===== src/rtl/vsp_pkg.sv =====
/*
 * Shared constants and carrier types for the video stream port.
 * Assumes one core clock; component width is fixed at build time.
 */
`default_nettype none
package vsp_pkg;
    // Bits per colour component (8, 10 or 12)
    localparam int VSP_COMP_W   = 8;
    // Three components packed side by side
    localparam int VSP_ACT_W    = 3 * VSP_COMP_W;
    // Stream word rounded up to whole bytes
    localparam int VSP_TDATA_W  = ((VSP_ACT_W + 7) / 8) * 8;
    // Mask of live bits; bits above it are padding
    localparam logic [VSP_TDATA_W-1:0] VSP_PAD_MASK =
        {VSP_TDATA_W{1'b1}} >> (VSP_TDATA_W - VSP_ACT_W);
    // Pipeline flush after each line, in core cycles
    localparam int VSP_LINE_FLUSH = 26;
    // Default active picture size
    localparam int VSP_COLS     = 1920;
    localparam int VSP_ROWS     = 1080;
    // Buffer depth in beats
    localparam int VSP_FIFO_DEPTH = 4;
    // Counter widths
    localparam int VSP_CNT_W    = 16;
    // Reset values
    localparam logic [VSP_CNT_W-1:0] VSP_CNT_RST = 16'h0000;

    // One stream beat with its framing flags
    typedef struct packed {
        logic                   frame_start;   // First pixel of frame
        logic                   line_end_flag; // Last pixel of line
        logic [VSP_TDATA_W-1:0] data;          // Packed components
    } vsp_beat_t;

    // Zero every bit above the live components
    function automatic logic [VSP_TDATA_W-1:0] vsp_pad(
        input logic [VSP_TDATA_W-1:0] w);
        vsp_pad = w & VSP_PAD_MASK;
    endfunction
endpackage
`default_nettype wire


===== src/rtl/vsp_port.sv =====
/*
 * Video stream port: slave input, four-beat buffer, master output,
 * with line and frame flush stalls on the input ready.
 * Assumes stream partners are synchronous logic on i_mclk.
 */
`timescale 1ns/1ps
`default_nettype none

module vsp_fifo #(
    parameter int W     = 8,
    parameter int DEPTH = 4
) (
    input  wire logic         i_mclk,   // Core clock
    input  wire logic         i_rstn,   // Async reset, low
    input  wire logic         i_ce,     // Clock enable
    input  wire logic [W-1:0] i_data,   // Write word
    input  wire logic         i_valid,  // Write request
    output logic              o_ready,  // Room available
    output logic [W-1:0]      o_data,   // Head word
    output logic              o_valid,  // Head present
    input  wire logic         i_ready   // Reader takes head
);
    localparam int AW = $clog2(DEPTH);

    logic [W-1:0]  mem [DEPTH];   // Storage
    logic [AW-1:0] wr_ptr;        // Next write slot
    logic [AW-1:0] rd_ptr;        // Head slot
    logic [AW:0]   count;         // Words held
    logic          push;          // Write this edge
    logic          pop;           // Read this edge

    // Handshakes come straight from held state
    assign o_ready = (count != (AW + 1)'(DEPTH));
    assign o_valid = (count != '0);
    assign o_data  = mem[rd_ptr];
    assign push    = i_valid && o_ready && i_ce;
    assign pop     = o_valid && i_ready && i_ce;

    // Storage writes; no reset needed for data
    always_ff @(posedge i_mclk) begin
        if (push) begin
            mem[wr_ptr] <= i_data;
        end
    end

    // Pointers and fill level
    always_ff @(posedge i_mclk or negedge i_rstn) begin
        if (!i_rstn) begin
            wr_ptr <= '0;
            rd_ptr <= '0;
            count  <= '0;
        end else if (i_ce) begin
            if (push) begin
                wr_ptr <= (wr_ptr == AW'(DEPTH - 1)) ? '0 : wr_ptr + 1'b1;
            end
            if (pop) begin
                rd_ptr <= (rd_ptr == AW'(DEPTH - 1)) ? '0 : rd_ptr + 1'b1;
            end
            if (push && !pop) begin
                count <= count + 1'b1;
            end else if (pop && !push) begin
                count <= count - 1'b1;
            end
        end
    end
endmodule

module vsp_port
    import vsp_pkg::*;
#(
    parameter int ACTIVE_COLS = vsp_pkg::VSP_COLS,      // Pixels per line
    parameter int ACTIVE_ROWS = vsp_pkg::VSP_ROWS,      // Lines per frame
    parameter int LINE_FLUSH  = vsp_pkg::VSP_LINE_FLUSH // Line flush cycles
) (
    input  wire logic                       i_mclk,     // Core clock
    input  wire logic                       i_rstn,     // Async reset, low
    input  wire logic                       i_ce,       // Clock enable
    input  wire logic [vsp_pkg::VSP_TDATA_W-1:0] i_s_tdata, // In pixel
    input  wire logic                       i_s_tvalid, // In valid
    output logic                            o_s_tready, // In ready
    input  wire logic                       i_s_tuser,  // In frame start
    input  wire logic                       i_s_tlast,  // In line end
    output logic [vsp_pkg::VSP_TDATA_W-1:0] o_m_tdata,  // Out pixel
    output logic                            o_m_tvalid, // Out valid
    input  wire logic                       i_m_tready, // Out ready
    output logic                            o_m_tuser,  // Out frame start
    output logic                            o_m_tlast   // Out line end
);
    import vsp_pkg::*;

    // Flush lengths; frame end adds one whole line period
    localparam logic [VSP_CNT_W-1:0] LINE_LOAD = VSP_CNT_W'(LINE_FLUSH);
    localparam logic [VSP_CNT_W-1:0] FRAME_LOAD =
        VSP_CNT_W'(LINE_FLUSH + ACTIVE_COLS + LINE_FLUSH);
    localparam logic [VSP_CNT_W-1:0] LAST_ROW = VSP_CNT_W'(ACTIVE_ROWS - 1);
    localparam int LINE_CHK  = LINE_FLUSH;
    localparam int FRAME_CHK = LINE_FLUSH + ACTIVE_COLS + LINE_FLUSH;

    vsp_beat_t              in_beat;    // Beat entering buffer
    vsp_beat_t              out_beat;   // Beat at buffer head
    logic                   fifo_ready; // Buffer has room
    logic                   fifo_valid; // Ask buffer to store
    logic                   accept;     // Input beat taken
    logic                   frame_end;  // Input beat ends frame
    logic [VSP_CNT_W-1:0]   flush_cnt;  // Stall cycles left
    logic [VSP_CNT_W-1:0]   row_cnt;    // Current line index

    // constant build, no control or interrupt ports
    // nothing here touches a control-side clock domain

    // padding cleared even if source left junk
    // framing flags travel with the pixel
    assign in_beat.data          = vsp_pad(i_s_tdata);
    assign in_beat.frame_start   = i_s_tuser;
    assign in_beat.line_end_flag = i_s_tlast;

    assign o_s_tready = fifo_ready && (flush_cnt == VSP_CNT_RST);
    // the beat counts only with enable high
    assign accept     = i_s_tvalid && o_s_tready && i_ce;
    // Valid into buffer is gated by the flush stall too
    assign fifo_valid = i_s_tvalid && (flush_cnt == VSP_CNT_RST);
    assign frame_end  = i_s_tlast && (row_cnt == LAST_ROW) && !i_s_tuser;

    // Line position within the frame
    always_ff @(posedge i_mclk or negedge i_rstn) begin
        if (!i_rstn) begin
            row_cnt <= VSP_CNT_RST;
        end else if (i_ce && accept) begin
            if (i_s_tuser && i_s_tlast) begin
                row_cnt <= VSP_CNT_W'(1);
            end else if (i_s_tuser) begin
                row_cnt <= VSP_CNT_RST;
            end else if (i_s_tlast) begin
                row_cnt <= frame_end ? VSP_CNT_RST : row_cnt + 1'b1;
            end
        end
    end

    // Flush stall counter; a flat counter is cheaper than a state machine
    always_ff @(posedge i_mclk or negedge i_rstn) begin
        if (!i_rstn) begin
            // reset clears stall regardless of enable
            flush_cnt <= VSP_CNT_RST;
        end else if (i_ce) begin
            if (accept && i_s_tlast) begin
                // frame end stalls one extra line
                flush_cnt <= frame_end ? FRAME_LOAD : LINE_LOAD;
            end else if (flush_cnt != VSP_CNT_RST) begin
                flush_cnt <= flush_cnt - 1'b1;
            end
        end
    end

    // Buffer between input and output streams
    vsp_fifo #(
        .W     ($bits(vsp_beat_t)),
        .DEPTH (VSP_FIFO_DEPTH)
    ) u_fifo (
        .i_mclk  (i_mclk),
        .i_rstn  (i_rstn),
        .i_ce    (i_ce),
        .i_data  (in_beat),
        .i_valid (fifo_valid),
        .o_ready (fifo_ready),
        .o_data  (out_beat),
        .o_valid (o_m_tvalid),
        .i_ready (i_m_tready)
    );

    // head held in storage until popped
    assign o_m_tdata = out_beat.data;
    assign o_m_tuser = out_beat.frame_start;
    assign o_m_tlast = out_beat.line_end_flag;
endmodule
`default_nettype wire


===== config.mk =====
export PLATFORM = sky130hd
export DESIGN_NAME = vsp_port
export DESIGN_NICKNAME = d
export VERILOG_FILES = /design/src/rtl/vsp_pkg.sv /design/src/rtl/vsp_port.sv
export SDC_FILE = /design/constraint.sdc
export NUM_CORES = 1
export LEC_CHECK = 0
export ABC_CLOCK_PERIOD_IN_PS = 2700
export BUFFER_PORTS_ARGS = -buffer_cell sky130_fd_sc_hd__buf_2
export CAP_MARGIN = 10
export CORE_UTILIZATION = 45
export DETAILED_ROUTE_END_ITERATION = 12
export GPL_ROUTABILITY_DRIVEN = 1
export PLACE_DENSITY = 0.68
export SLEW_MARGIN = 20
export SYNTH_ARGS = -nofsm -noshare
export SYNTH_HDL_FRONTEND = slang
export SYNTH_SLANG_ARGS = --single-unit

===== constraint.sdc =====
create_clock -name i_mclk -period 2.7 [get_ports i_mclk]
set_input_delay 0.135 -clock i_mclk [delete_from_list [all_inputs] [get_ports i_mclk]]
set_output_delay 0.135 -clock i_mclk [all_outputs]
set_load 0.005 [all_outputs]

Word-level counts from Yosys, hierarchy flattened
Memories as Yosys holds them, arrays and structs flattened.
Cells that the tools add are included.
{ "classes": {"eq_ne": 4, "addsub": 6, "muxes": 13, "n_reduce_logical": 29} }
{ "op_table": {"columns": ["operator", "n"], "rows": [
  ["16-bit two-way mux", 6],
  ["16-bit by 1-bit adder with 16-bit output, second input constant", 1],
  ["16-bit by 11-bit equality test with 1-bit output, second input constant", 1],
  ["16-bit zero test", 1],
  ["16-bit nonzero test", 1],
  ["16-bit by 1-bit subtractor with 16-bit output, second input constant", 1],
  ["1-bit logical AND", 15],
  ["11-bit two-way mux", 1],
  ["2-bit AND reduction", 5],
  ["3-bit two-way mux", 2],
  ["3-bit nonzero test", 2],
  ["2-bit by 1-bit adder with 2-bit output, second input constant", 2],
  ["2-bit equality test, second input constant", 2],
  ["2-bit two-way mux", 2],
  ["2-bit nonzero test", 2],
  ["3-bit by 1-bit adder with 3-bit output, second input constant", 1],
  ["1-bit zero test", 3],
  ["3-bit inequality test, second input constant", 1],
  ["3-bit by 1-bit subtractor with 3-bit output, second input constant", 1],
  ["1-bit two-way mux", 2]
]} }
{ "totals": {"in_bits": 31, "n_memories": 1, "ramBits": 104, "ff_bits": 39, "elab_cells": 58, "out_inout_bits": 28} }
{ "mem_list": {"columns": ["name", "words", "width", "read_ports", "rd_clocked_by_memory_dff", "wr", "line_no", "source"], "rows": [
  ["u_fifo.mem", 4, 26, 1, 0, 1, "vsp_port.sv:25", "logic [W-1:0] mem [DEPTH];"]
]} }

Longest topological paths before layout
Gate-level depths: netlist of run 1.
{ "logic_depth": {"depth_word": 8, "depth_mapped": 11, "mapped_depth_nobuf": 11} }

Cells and area by module
From an unflattened synthesis of run 1, not the netlist that was laid out.
{ "hier_totals": {"hier_cells": 400, "area_unflattened_um2": 6209.7} }
{ "modules_own_cells": {"columns": ["mod", "area_each_um2", "instances", "cells_each", "seq_area_each_um2"], "rows": [
  ["vsp_fifo", 4252.8, 1, 175, 3298.2],
  ["vsp_port", 1956.9, 1, 225, 800.8]
]} }

Worst setup path after synthesis of run 1
OpenSTA, ideal clock, no wires.
{ "synth_timing": {"path_type": "reg-to-reg", "start": "register flush_cnt[6]", "end": "register u_fifo.count[2]", "arrival_time_ps": 2541, "t_required_ps": 2577, "path_stages_with_launch": 10, "n_path_buf": 0, "setup_time_ps": 123, "synth_period_minus_slack_ps": 2663, "slack_ps": 37, "cell_sequence": "dfrtp_1 nor4_1 nand4_1 nor2_1 ha_1 inv_1 fa_1 xnor2_1 nand2_1 xnor2_1"} }
{ "synth_between": {"elab_chain_len": 8, "word_cells_on_any_way": 10, "classes_between": "1 x mux; 9 x reduce/logical"} }
{ "synth_lines": {"columns": ["item", "line_no", "source"], "rows": [
  ["from (decl)", "vsp_port.sv:105", "logic [VSP_CNT_W-1:0] flush_cnt;"],
  ["from (signal assigned)", "vsp_port.sv:147", "flush_cnt <= frame_end ? FRAME_LOAD : LINE_LOAD;"],
  ["from (signal assigned)", "vsp_port.sv:149", "flush_cnt <= flush_cnt - 1'b1;"],
  ["16-bit zero test (*)", "vsp_port.sv:121", "assign fifo_valid = i_s_tvalid && (flush_cnt == VSP_CNT_RST);"],
  ["1-bit logical AND (*)", "vsp_port.sv:121", null],
  ["1-bit logical AND (*) (2 in a row)", "vsp_port.sv:36", "assign push = i_valid && o_ready && i_ce;"],
  ["1-bit zero test", "vsp_port.sv:61", "end else if (pop && !push) begin"],
  ["1-bit logical AND", "vsp_port.sv:61", null],
  ["2-bit nonzero test (no line)", null, null],
  ["2-bit AND reduction (no line)", null, null],
  ["to (signal assigned)", "vsp_port.sv:60", "count <= count + 1'b1;"],
  ["to (signal assigned)", "vsp_port.sv:62", "count <= count - 1'b1;"],
  ["to (decl)", "vsp_port.sv:28", "logic [AW:0] count;"]
]} }
Mark *: on every way between the ends. The rest lies on a longest branch, timed or not.
A chain may end at the register's enable or synchronous reset.

Worst setup path in the final report of run 1
{ "layout_timing": {"start": "register flush_cnt[0]", "end": "register row_cnt[9]"} }
{ "layout_between": {"elab_chain_len": 6} }
{ "layout_lines": {"columns": ["item", "line_no", "source"], "rows": [
  ["16-bit zero test", "vsp_port.sv:117", "assign o_s_tready = fifo_ready && (flush_cnt == VSP_CNT_RST);"],
  ["1-bit logical AND", "vsp_port.sv:117", null],
  ["1-bit logical AND (2 in a row)", "vsp_port.sv:119", "assign accept = i_s_tvalid && o_s_tready && i_ce;"],
  ["1-bit logical AND", "vsp_port.sv:128", "end else if (i_ce && accept) begin"],
  ["2-bit AND reduction (no line)", null, null],
  ["to (signal assigned)", "vsp_port.sv:134", "row_cnt <= frame_end ? VSP_CNT_RST : row_cnt + 1'b1;"],
  ["to (decl)", "vsp_port.sv:106", "logic [VSP_CNT_W-1:0] row_cnt;"]
]} }
Every way passes these cells.

==> reports/metrics.cfg, run 1 <==
[run_status]
outcome = complete, no violations

[grt]
antenna_found_initial = 0
grt_pass1_wl_mm = 20.2
grt_max_degree = 40
grt_pass1_vias = 3858
grt_overflow_total = 0
grt_usage = 0.191

[hold_path]
hp-class = input port to register

[die]
die_h_um = 118
start_util = 0.461
dieArea_mm2 = 0.0140
coreArea_mm2 = 0.0132
boundaryPins = 59
fp.dieW_um = 118
rows = 42

[timing]
fin_hold_ws_ns = 0.0451
timing.slew.headroom = 0.404
hold_viol_final = 0
drv_slew = 0
setup_slack_ns = 0.211
worst_slew_pin_slew_ns = 0.893
fmax_mhz = 402
period_minus_slack_ns = 2.49
finalCritPeriodShare = 0.922
finalSetupTns_ns = 0
setup_violations = 0
rsz0062_at_grt = no
final.setup_skew_ns = 0.00817

[worst_setup_path]
cp_max_fo = 11
criticalPathCategory = register to register
start_kind = register
cp_cell_sequence = inv_1 -> ha_1 -> nor4b_1 -> buf_4 -> and4_1 -> nand2_1 -> or4_1 -> o31ai_1
cp-startpoint = flush_cnt[0]
cp_slowest_cell = or4_1
cp_top_family = simple AND/OR/NAND/NOR gates
r2r_start = flush_cnt[0]
cp.buffers_inverters = 2
rrSetupSlack_ns = 0.21
timing.rr.end = row_cnt[9]
end_kind = register
critPathRequiredTime_ns = 3.02
path_depth = 8
cp_data_arrival_time_ns = 2.81
max_stage_delay_ns = 0.72
ff2ff_path_depth = 8
setup.worst_path.end = row_cnt[9]

[placement]
dp_slack_ns = 0.212
portBuffers = 58
gp_congestion = 0.849
dpl.hpwl_mm = 7.93

[logic_synthesis]
synthesis.nets = 445
synth_area_mm2 = 0.00610
synthTopCellsByArea = edfxtp_1, dfrtp_1, mux4_2, o21ai_0, ha_1
ys_seq_area_frac = 0.672
yosysWarnings = 0
synth_top_area_frac = 0.512
ys.flop_type = edfxtp_1
avgSynthCellArea_um2 = 15.1
yosysUniqueCellTypes = 49
syn_inst = 404
yosysTopAreaCell = edfxtp_1
ys_ff_latch = 143
synthArstFlopShare = 0.273
synth_edf_count = 104

[clocking]
clock_latency_ns = 0.42
cts.sinks = 143
path_clk_slew_ns = 0.06
cts_buffer_depth = 2
cts-root-buf = clkbuf_16
cts_setup_buffers = 0
cts_tree = built
cts_made_buffers = 17
htreeDepth = 4

[drt]
drt_iter0_drc = 264
wire_per_inst_um = 17.7
drc = 0
antenna_left = 0
wirelength_mm = 12.3
routed-via-count = 3869
first_pass_iters = 4
avgViaCountPerCell = 5.57

[cells_and_area]
syn2layout_area_growth_pct = 23.3
antenna_cells = 0
mostFrequentLayoutCells = edfxtp_1, buf_2, dfrtp_1, mux4_2, o21ai_0
final_common_cell = edfxtp_1
fin_nets = 546
fin_util = 0.568
drive_gt1_frac = 0.263

[power_and_ir_drop]
finalPower_w = 0.00639
peakVddDrop_uv = 476
p_per_area_mw_per_mm2 = 849
power_leakage_nw = 2.71

[flow_run]
maxCapViolations = 0

## sequential cells by signal (all words and copies together), names as in the netlist
name	cells
u_fifo.mem	104
flush_cnt	16
row_cnt	16
u_fifo.count	3
u_fifo.rd_ptr	2
u_fifo.wr_ptr	2
## per-stage QoR
stage,area [µm²],cells
after floorplan,6100,404
after global placement,6700,637
after detailed placement,6700,637
after CTS,7520,694
after global routing,7530,694
final,7530,694
## synth_stat cells, types with 3 or more instances
| cell | count |
|---|---|
| edfxtp_1 | 104 |
| dfrtp_1 | 39 |
| mux4_2 | 26 |
| o21ai_0 | 26 |
| nand2_1 | 22 |
| nor2_1 | 19 |
| a21oi_1 | 12 |
| clkbuf_1 | 12 |
| nand3_1 | 10 |
| nor3_1 | 10 |
| and2_1 | 9 |
| ha_1 | 9 |
| inv_1 | 9 |
| o31ai_1 | 9 |
| o21ai_1 | 8 |
| and4_1 | 7 |
| nor4_1 | 6 |
| or4_1 | 6 |
| a31oi_1 | 5 |
| nand4_1 | 5 |
| nor2b_1 | 4 |
| o2bb2ai_1 | 4 |
| or3_1 | 4 |
| a21o_1 | 3 |
| nor4b_1 | 3 |
## area by class of cell
class | instances | area [µm²]
flip-flops and latches | 143 | 4100
well taps | 176 | 220
multi-input cells | 236 | 1910
clock inverters | 13 | 139
clock buffers | 19 | 433
fillers | 1062 | 5720
repair buffers | 98 | 691
inverters | 9 | 33.8
## what timing repair did
action,CTS,global route
endpoints found under the setup margin,0,1
hold buffers,25,0
hold endpoints to repair,135,0
resized for setup,0,1
## where the power goes
| part | internal, W | switching (W) | leakage [nW] |
|---|---|---|---|
| registers | 0.00252 | 0.000215 | 1.44 |
| clock network | 0.00136 | 0.000888 | 0.269 |
| logic | 0.000752 | 0.000651 | 1.01 |
## kinds of logic after synthesis
| group | Yosys count | share of synthesized area |
|---|---|---|
| buffers and inverters | 25 | 0.0158 |
| AOI/OAI and AO/OA | 81 | 0.0828 |
| xor gates and xnor gates | 3 | 0.00431 |
| muxes | 28 | 0.0997 |
| DFF | 143 | 0.672 |
| and+or+nand+nor | 114 | 0.104 |
| adders and majority gates | 10 | 0.0217 |
## worst reg2reg max path, cell delays in order (launching register included)
cell and delay, ns:
dfrtp_1 0.41, inv_1 0.10, ha_1 0.15, nor4b_1 0.22, buf_4 0.17, and4_1 0.23, nand2_1 0.07, or4_1 0.72
o31ai_1 0.32
## worst min path at each step
| stage | depth (start not counted) | endpoint | startpoint |
|---|---|---|---|
| after floorplan | 0 | flush_cnt[0] | i_rstn |
| after global placement | 1 | flush_cnt[3] | i_rstn |
| after detailed placement | 1 | flush_cnt[3] | i_rstn |
| after CTS | 1 | u_fifo.mem[2][24] | i_s_tlast |
| after global routing | 1 | u_fifo.mem[1][24] | i_s_tlast |
| final | 1 | u_fifo.mem[2][24] | i_s_tlast |
## per-layer routing
metal	vias to the layer above	wire length, µm	part of all wire	global-route usage
met1	1936	5470	0.45	0.244
met3	18	552	0.045	0.0584
li1	1813	-	-	-
met2	102	6040	0.49	0.310
met4	0	200	0.016	0.0704
met5	-	0	0	0
No activity file was read; power rests on OpenSTA's default activity.
==> run 2, diff against run 1 <==
--- a/config.mk
+++ b/config.mk
@@ -5,13 +5,15 @@
 export SDC_FILE = /design/constraint.sdc
 export NUM_CORES = 1
 export LEC_CHECK = 0
+export ABC_AREA = 1
 export ABC_CLOCK_PERIOD_IN_PS = 2700
 export BUFFER_PORTS_ARGS = -buffer_cell sky130_fd_sc_hd__buf_2
 export CAP_MARGIN = 10
 export CORE_UTILIZATION = 45
 export DETAILED_ROUTE_END_ITERATION = 12
 export GPL_ROUTABILITY_DRIVEN = 1
-export PLACE_DENSITY = 0.68
+export PLACE_DENSITY = 0.67
+export SETUP_SLACK_MARGIN = 0.3
 export SLEW_MARGIN = 20
 export SYNTH_ARGS = -nofsm -noshare
 export SYNTH_HDL_FRONTEND = slang
==> run 2 against run 1 <==
Compared with the run above: sequential share of layout area shrank 4.0 points; sequential power about the same; largest power group unchanged; combinational power increased by 75%; critical endpoint is now u_fifo.count[2]; highest routed layer unchanged; global-route usage increased by 0.12 points.
==> reports/metrics.cfg, run 2 <==
[run_status]
outcome = complete, no violations

[drt]
drt_iter0_drc = 337  ; +28%
wirelength_mm = 14.2  ; +16%
routed-via-count = 4934  ; +28%
antenna_left = 0  ; unchanged
first_pass_iters = 5  ; +1
wire_per_inst_um = 14.8  ; -16%
avgViaCountPerCell = 5.11  ; -8.3%
drc = 0  ; unchanged

[hold_path]
hp-class = input port to register
worstHoldStart = i_s_tuser

[cells_and_area]
fillers = 1261  ; +19%
reg.largest.list = u_fifo.mem (104), flush_cnt (16), row_cnt (16)
syn2layout_area_growth_pct = 20.9
fin_util = 0.559  ; -0.00908
drive_gt1_frac = 0.205  ; -0.0577
mostFrequentLayoutCells = nand2_1, edfxtp_1, nor2_1, buf_2, o21ai_0
largest_reg_flops = 104  ; unchanged
antenna_cells = 0  ; unchanged
final_common_cell = nand2_1
largest_register = u_fifo.mem
fin_nets = 809  ; +48%

[die]
start_util = 0.462  ; +0.00168
dieArea_mm2 = 0.0154  ; +10%
coreArea_mm2 = 0.0145  ; +9.8%
rows = 44  ; +4.8%
die_h_um = 124  ; +4.9%
fp.dieW_um = 124  ; +4.9%
boundaryPins = 59  ; unchanged

[timing]
period_minus_slack_ns = 2.26  ; -0.233 ns
hold_viol_final = 0  ; unchanged
rsz0062_at_grt = no
worst_slew_pin_slew_ns = 0.912  ; +0.0185 ns
timing.slew.headroom = 0.392  ; -0.0123
fin_hold_ws_ns = 0.102  ; +0.0571 ns
drv_slew = 0  ; unchanged
finalSetupTns_ns = 0  ; unchanged
finalCritPeriodShare = 0.836  ; -0.0863
final.setup_skew_ns = 0.00595  ; -0.00222 ns
setup_violations = 0  ; unchanged
fmax_mhz = 443  ; +10%

[worst_setup_path]
rrSetupSlack_ns = 0.44  ; +0.23 ns
criticalPathCategory = register to register
critPathRequiredTime_ns = 3.00  ; -0.02 ns
cp-startpoint = flush_cnt[1]
r2r_start = flush_cnt[1]
cp_data_arrival_time_ns = 2.55  ; -0.26 ns
cp_max_fo = 3  ; -8
setup.worst_path.end = u_fifo.count[2]
ff2ff_path_depth = 14  ; +6
start_kind = register
timing.rr.end = u_fifo.count[2]
end_kind = register

[clocking]
cts.sinks = 143  ; unchanged
cts_made_buffers = 17  ; unchanged
cts_buffer_depth = 2  ; unchanged
path_clk_slew_ns = 0.06  ; about the same
cts-root-buf = clkbuf_16
cts_tree = built
htreeDepth = 4  ; unchanged
clock_latency_ns = 0.42  ; about the same

[logic_synthesis]
syn_inst = 667  ; +65%
yosysUniqueCellTypes = 36  ; -27%
yosysTopAreaCell = edfxtp_1
synth_area_mm2 = 0.00672  ; +10%
synthArstFlopShare = 0.273  ; unchanged
synth_top_area_frac = 0.465  ; -0.0472
ys.flop_type = edfxtp_1
synth_edf_count = 104  ; unchanged
ys_ff_latch = 143  ; unchanged
synth.most_common_cell = nand2_1
yosysWarnings = 0  ; unchanged
ys_seq_area_frac = 0.610  ; -0.0619
avgSynthCellArea_um2 = 10.1  ; -33%
synthTopCellsByArea = edfxtp_1, dfrtp_1, nand2_1, nor2_1, o21ai_0
ys_top_cells_by_count = nand2_1, edfxtp_1, nor2_1
synthesis.nets = 708  ; +59%

[flow_run]
maxCapViolations = 0  ; unchanged

[grt]
grt_max_degree = 55  ; +38%
grt_overflow_total = 0  ; unchanged
grt_pass1_wl_mm = 23.7  ; +17%
antenna_found_initial = 0  ; unchanged
grt_usage = 0.193  ; +0.00124
grt_pass1_vias = 4882  ; +27%

[power_and_ir_drop]
combPwrFrac = 0.337  ; +0.117
p_clk_frac = 0.285  ; -0.067
p_seq_frac = 0.378  ; -0.050
p_sw_w = 0.00257  ; +47%
peakVddDrop_uv = 611  ; +28%
power_leakage_nw = 3.28  ; +21%
p_per_area_mw_per_mm2 = 892  ; +5.1%
swShare = 0.355  ; +0.0804
power.internal_w = 0.00467  ; +0.92%

[placement]
gp_congestion = 0.933  ; +9.8%
portBuffers = 58  ; unchanged
dpl.hpwl_mm = 9.26  ; +17%

## run 2: changes by cell type in the layout (fill, tap and decap cells not counted), sizes merged, moves of 25 or more
cell | previous run | this run
o22ai | 1 | 26
inv | 12 | 58
mux4 | 26 | 0
nor2 | 19 | 110
o21ai | 34 | 72
nand2 | 22 | 142
## run 2: kinds of logic after synthesis
logic type / count (synthesis) / share of synthesized area
simple gates: 308 / 0.205
mux: 1 / 0.00168
flops: 143 / 0.610
compound gates: 105 / 0.0873
buf+inv: 80 / 0.0506
xor+xnor: 20 / 0.0261
fa+ha+maj: 10 / 0.0197
## run 2: power by group through the flow
| stage | registers [W] | logic, W | clock network, W |
|---|---|---|---|
| detailed placement | 0.00277 | 0.00234 | 0 |
| global placement | 0.00275 | 0.00227 | 0 |
| floorplan | 0.00274 | 0.00160 | 0 |
| CTS | 0.00273 | 0.00239 | 0.00210 |
| global route | 0.00276 | 0.00276 | 0.00220 |
| finish | 0.00274 | 0.00245 | 0.00207 |
## run 2: how the worst min path moves through the flow
stage	cells past startpoint	end
finish	1	u_fifo.mem[2][25]
global route	1	u_fifo.mem[2][25]
CTS	1	u_fifo.mem[0][25]
detailed placement	1	flush_cnt[13]
global placement	1	flush_cnt[5]
floorplan	0	flush_cnt[0]
## run 2: final cells by class
cell class	instances	area, µm²	area share
sequential	143	4100	0.504
multi-input combinational	444	2330	0.287
timing repair buffer	104	723	0.0890
clock buffer	20	437	0.0537
tap	184	230	0.0283
inverter	58	219	0.0269
clock inverter	12	90.1	0.0111
## run 2: through the flow
stage	setup WS (ns)	instance area, µm²	power (W)	instances
finish	0.444	8130	0.00725	965
global placement	0.363	7260	0.00502	901
CTS	0.301	8050	0.00722	958
floorplan	-0.109	6720	0.00434	667
global route	0.336	8130	0.00772	965
detailed placement	0.153	7260	0.00511	901
## run 2: timing repair
action	CTS	global route
gates resized for setup	6	7
endpoints found under the setup margin	1	73
hold buffers	25	0
buffers inserted	0	7
endpoints found under the hold margin	135	0
pin swaps	2	5
## run 2: metal layers
metal	global-route usage	up-vias	part of all wire	routed length, µm
li1	-	2459	-	-
met2	0.334	103	0.51	7300
met4	0.0517	0	0.010	144
met1	0.237	2357	0.44	6200
met5	0	-	0	0
met3	0.0487	15	0.042	600
## run 2: worst max-delay path, cell delays in order, from the launching register on
cell and delay [ns]:
dfrtp_1 0.39, inv_2 0.10, ha_4 0.15, inv_1 0.04
nor2_2 0.11, nand2_1 0.07, nor2_2 0.13, nand3_4 0.11
nor2_8 0.11, ha_4 0.13, inv_2 0.05, fa_2 0.39
a21boi_2 0.15, o21ai_2 0.07, xor2_1 0.15
==> run 3, diff against run 2 <==
--- a/config.mk
+++ b/config.mk
@@ -6,7 +6,7 @@
 export NUM_CORES = 1
 export LEC_CHECK = 0
 export ABC_AREA = 1
-export ABC_CLOCK_PERIOD_IN_PS = 2700
+export ABC_CLOCK_PERIOD_IN_PS = 2000
 export BUFFER_PORTS_ARGS = -buffer_cell sky130_fd_sc_hd__buf_2
 export CAP_MARGIN = 10
 export CORE_UTILIZATION = 45
==> constraint.sdc (replaced) <==
create_clock -name i_mclk -period 2 [get_ports i_mclk]
set_input_delay 0.1 -clock i_mclk [delete_from_list [all_inputs] [get_ports i_mclk]]
set_output_delay 0.1 -clock i_mclk [all_outputs]
set_load 0.005 [all_outputs]
==> run 3 against run 2 <==
Compared with the run above: the flow now finishes with violations (setup timing); final area up 16%; setup slack lost 0.57 ns; sequential power increased by 35%; non-clock buffer count up 50; utilization increased by 9.1 points; clock power rose by 48%; die area stayed put; total power rose by 68%.
==> reports/metrics.cfg, run 3 (synthesis gave the netlist of run 2 again) <==
[clocking]
cts_made_buffers = 17  ; unchanged
path_clk_slew_ns = 0.06  ; about the same
cts-root-buf = clkbuf_16
htreeDepth = 4  ; unchanged
cts.sinks = 143  ; unchanged
cts_tree = built
cts_buffer_depth = 2  ; unchanged
clock_latency_ns = 0.42  ; about the same

[drt]
wire_per_inst_um = 17.2  ; +16%
drt_iter0_drc = 392  ; +16%
avgViaCountPerCell = 5.36  ; +4.8%
wirelength_mm = 17.5  ; +23%
drc = 0  ; unchanged
first_pass_iters = 4  ; -1
routed-via-count = 5447  ; +10%
antenna_left = 0  ; unchanged

[cells_and_area]
drive_gt1_frac = 0.375  ; +0.170
final_common_cell = nand2_1
antenna_cells = 0  ; unchanged
fillers = 1069  ; -15%
mostFrequentLayoutCells = nand2_1, edfxtp_1, nor2_1, buf_2, inv_1
fin_cells = 1017  ; +5.4%
syn2layout_area_growth_pct = 40.6
fin_nets = 861  ; +6.4%
multi_input_area_mm2 = 0.00286  ; +23%
largest_register = u_fifo.mem
largest_reg_flops = 104  ; unchanged
reg.largest.list = u_fifo.mem (104), flush_cnt (16), row_cnt (16)
regArea_mm2 = 0.00410  ; about the same
fin_area_mm2 = 0.00945  ; +16%
fin_util = 0.650  ; +0.0908

[hold_path]
hp-class = input port to register

[grt]
grt_pass1_wl_mm = 24.9  ; +5.3%
grt_overflow_total = 0  ; unchanged
antenna_found_initial = 0  ; unchanged
grt_max_degree = 53  ; -3.6%
grt_usage = 0.202  ; +0.00982
grt_pass1_vias = 5158  ; +5.7%

[timing]
setup_slack_ns = -0.129  ; -0.573 ns
timing.slew.headroom = 0.634  ; +0.242
worst_slew_pin_slew_ns = 0.549  ; -0.363 ns
fmax_mhz = 470  ; +6.0%
finalCritPeriodShare = 1.06  ; +0.229
period_minus_slack_ns = 2.13  ; -0.127 ns
rsz0062_at_grt = yes
final.setup_skew_ns = 0.0110  ; +0.00501 ns
hold_viol_final = 0  ; unchanged
drv_slew = 0  ; unchanged
setup_violations = 94  ; +94

[die]
boundaryPins = 59  ; unchanged
dieArea_mm2 = 0.0154  ; unchanged
start_util = 0.462  ; unchanged
die_h_um = 124  ; unchanged
fp.dieW_um = 124  ; unchanged
coreArea_mm2 = 0.0145  ; unchanged
rows = 44  ; unchanged

[placement]
gp_congestion = 0.913  ; -2.1%
dpl.hpwl_mm = 9.71  ; +4.8%
portBuffers = 58  ; unchanged
dpl.cell_count = 929  ; +3.1%
placed_cell_area_mm2 = 0.00759  ; +4.6%

[worst_setup_path]
criticalPathCategory = register to register
end_kind = register
start_kind = register
critPathRequiredTime_ns = 2.30  ; -0.70 ns
cp_max_fo = 2  ; -1
cp_data_arrival_time_ns = 2.43  ; -0.12 ns

[power_and_ir_drop]
peakVddDrop_uv = 716  ; +17%
p_per_area_mw_per_mm2 = 1290  ; +44%
power_leakage_nw = 3.77  ; +15%
finalPower_w = 0.0122  ; +68%

[flow_run]
maxCapViolations = 0  ; unchanged

[run_status]
violations = setup timing
outcome = complete, but fails checks

[run 3: cell types whose count changed in the layout (fill, tap and decap cells not counted), sizes merged]
cell,previous run,this run
clkinvlp,4,3
nand4,11,12
buf,79,122
clkbuf,20,26
bufinv,0,2
inv,58,59
[run 3: repair_timing]
action / 4_1_cts / 5_1_grt
buffers inserted: 7 / 9
endpoints found under the setup margin: 152 / 168
cloned: 1 / 14
hold buffers: 25 / 0
pin swaps: 29 / 61
endpoints found under the hold margin: 117 / 0
resized for setup: 64 / 153
[run 3: final timing paths]
kind                              start                 to  slack (ns)  cells past startpoint
setup / recovery           flush_cnt[0]    u_fifo.count[2]       -0.13                     14
hold / removal                i_s_tuser  u_fifo.mem[3][25]        0.07                      1
setup reg to reg           flush_cnt[0]    u_fifo.count[2]       -0.13                     14
hold reg to reg            flush_cnt[1]       flush_cnt[1]        0.51                      2
max in group asynchronous        i_rstn        row_cnt[11]        1.14                      3
min in group asynchronous        i_rstn       flush_cnt[9]        0.20                      2
[run 3: final cells by class]
cell class                 instances  area share
sequential                       143       0.434
multi-input combinational        445       0.302
timing repair buffer             154       0.151
clock buffer                      19      0.0458
inverter                          58      0.0266
tap                              184      0.0244
clock inverter                    13      0.0146
timing repair inverter             1    0.000927
[run 3: critical path: stages (launching register included)]
cell and delay (ns):
dfrtp_1 0.38, inv_2 0.08, ha_4 0.13, inv_2 0.04
nor2_4 0.10, nand2_2 0.08, nor2_4 0.12, nand3_4 0.11
nor2_8 0.11, ha_4 0.13, inv_2 0.03, fa_2 0.35
a21boi_2 0.14, o21ai_2 0.07, xor2_1 0.14
[run 3: through the flow]
stage | hold WS, ns | TNS, ns | worst slack [ns]
3_5_place_dp | 0.132 | -11.79 | -0.181
6_report | 0.0709 | -4.58 | -0.129
2_1_floorplan | -0.196 | -15.66 | -0.170
5_1_grt | 0.0684 | -17.20 | -0.277
4_1_cts | 0.0559 | -1.86 | -0.124
3_3_place_gp | 0.112 | -6.03 | -0.134
[run 3: where the power goes]
part	internal (W)	total, W	switching, W
combinational	0.00243	0.00538	0.00295
clock	0.00184	0.00307	0.00123
sequential	0.00343	0.00371	0.000286
[run 3: per-layer routing]
metal	track usage	up-vias	wire length [µm]
li1	-	2589	-
met1	0.255	2668	7460
met2	0.346	170	8950
met3	0.0397	20	802
met4	0.0702	0	261
met5	0	-	0
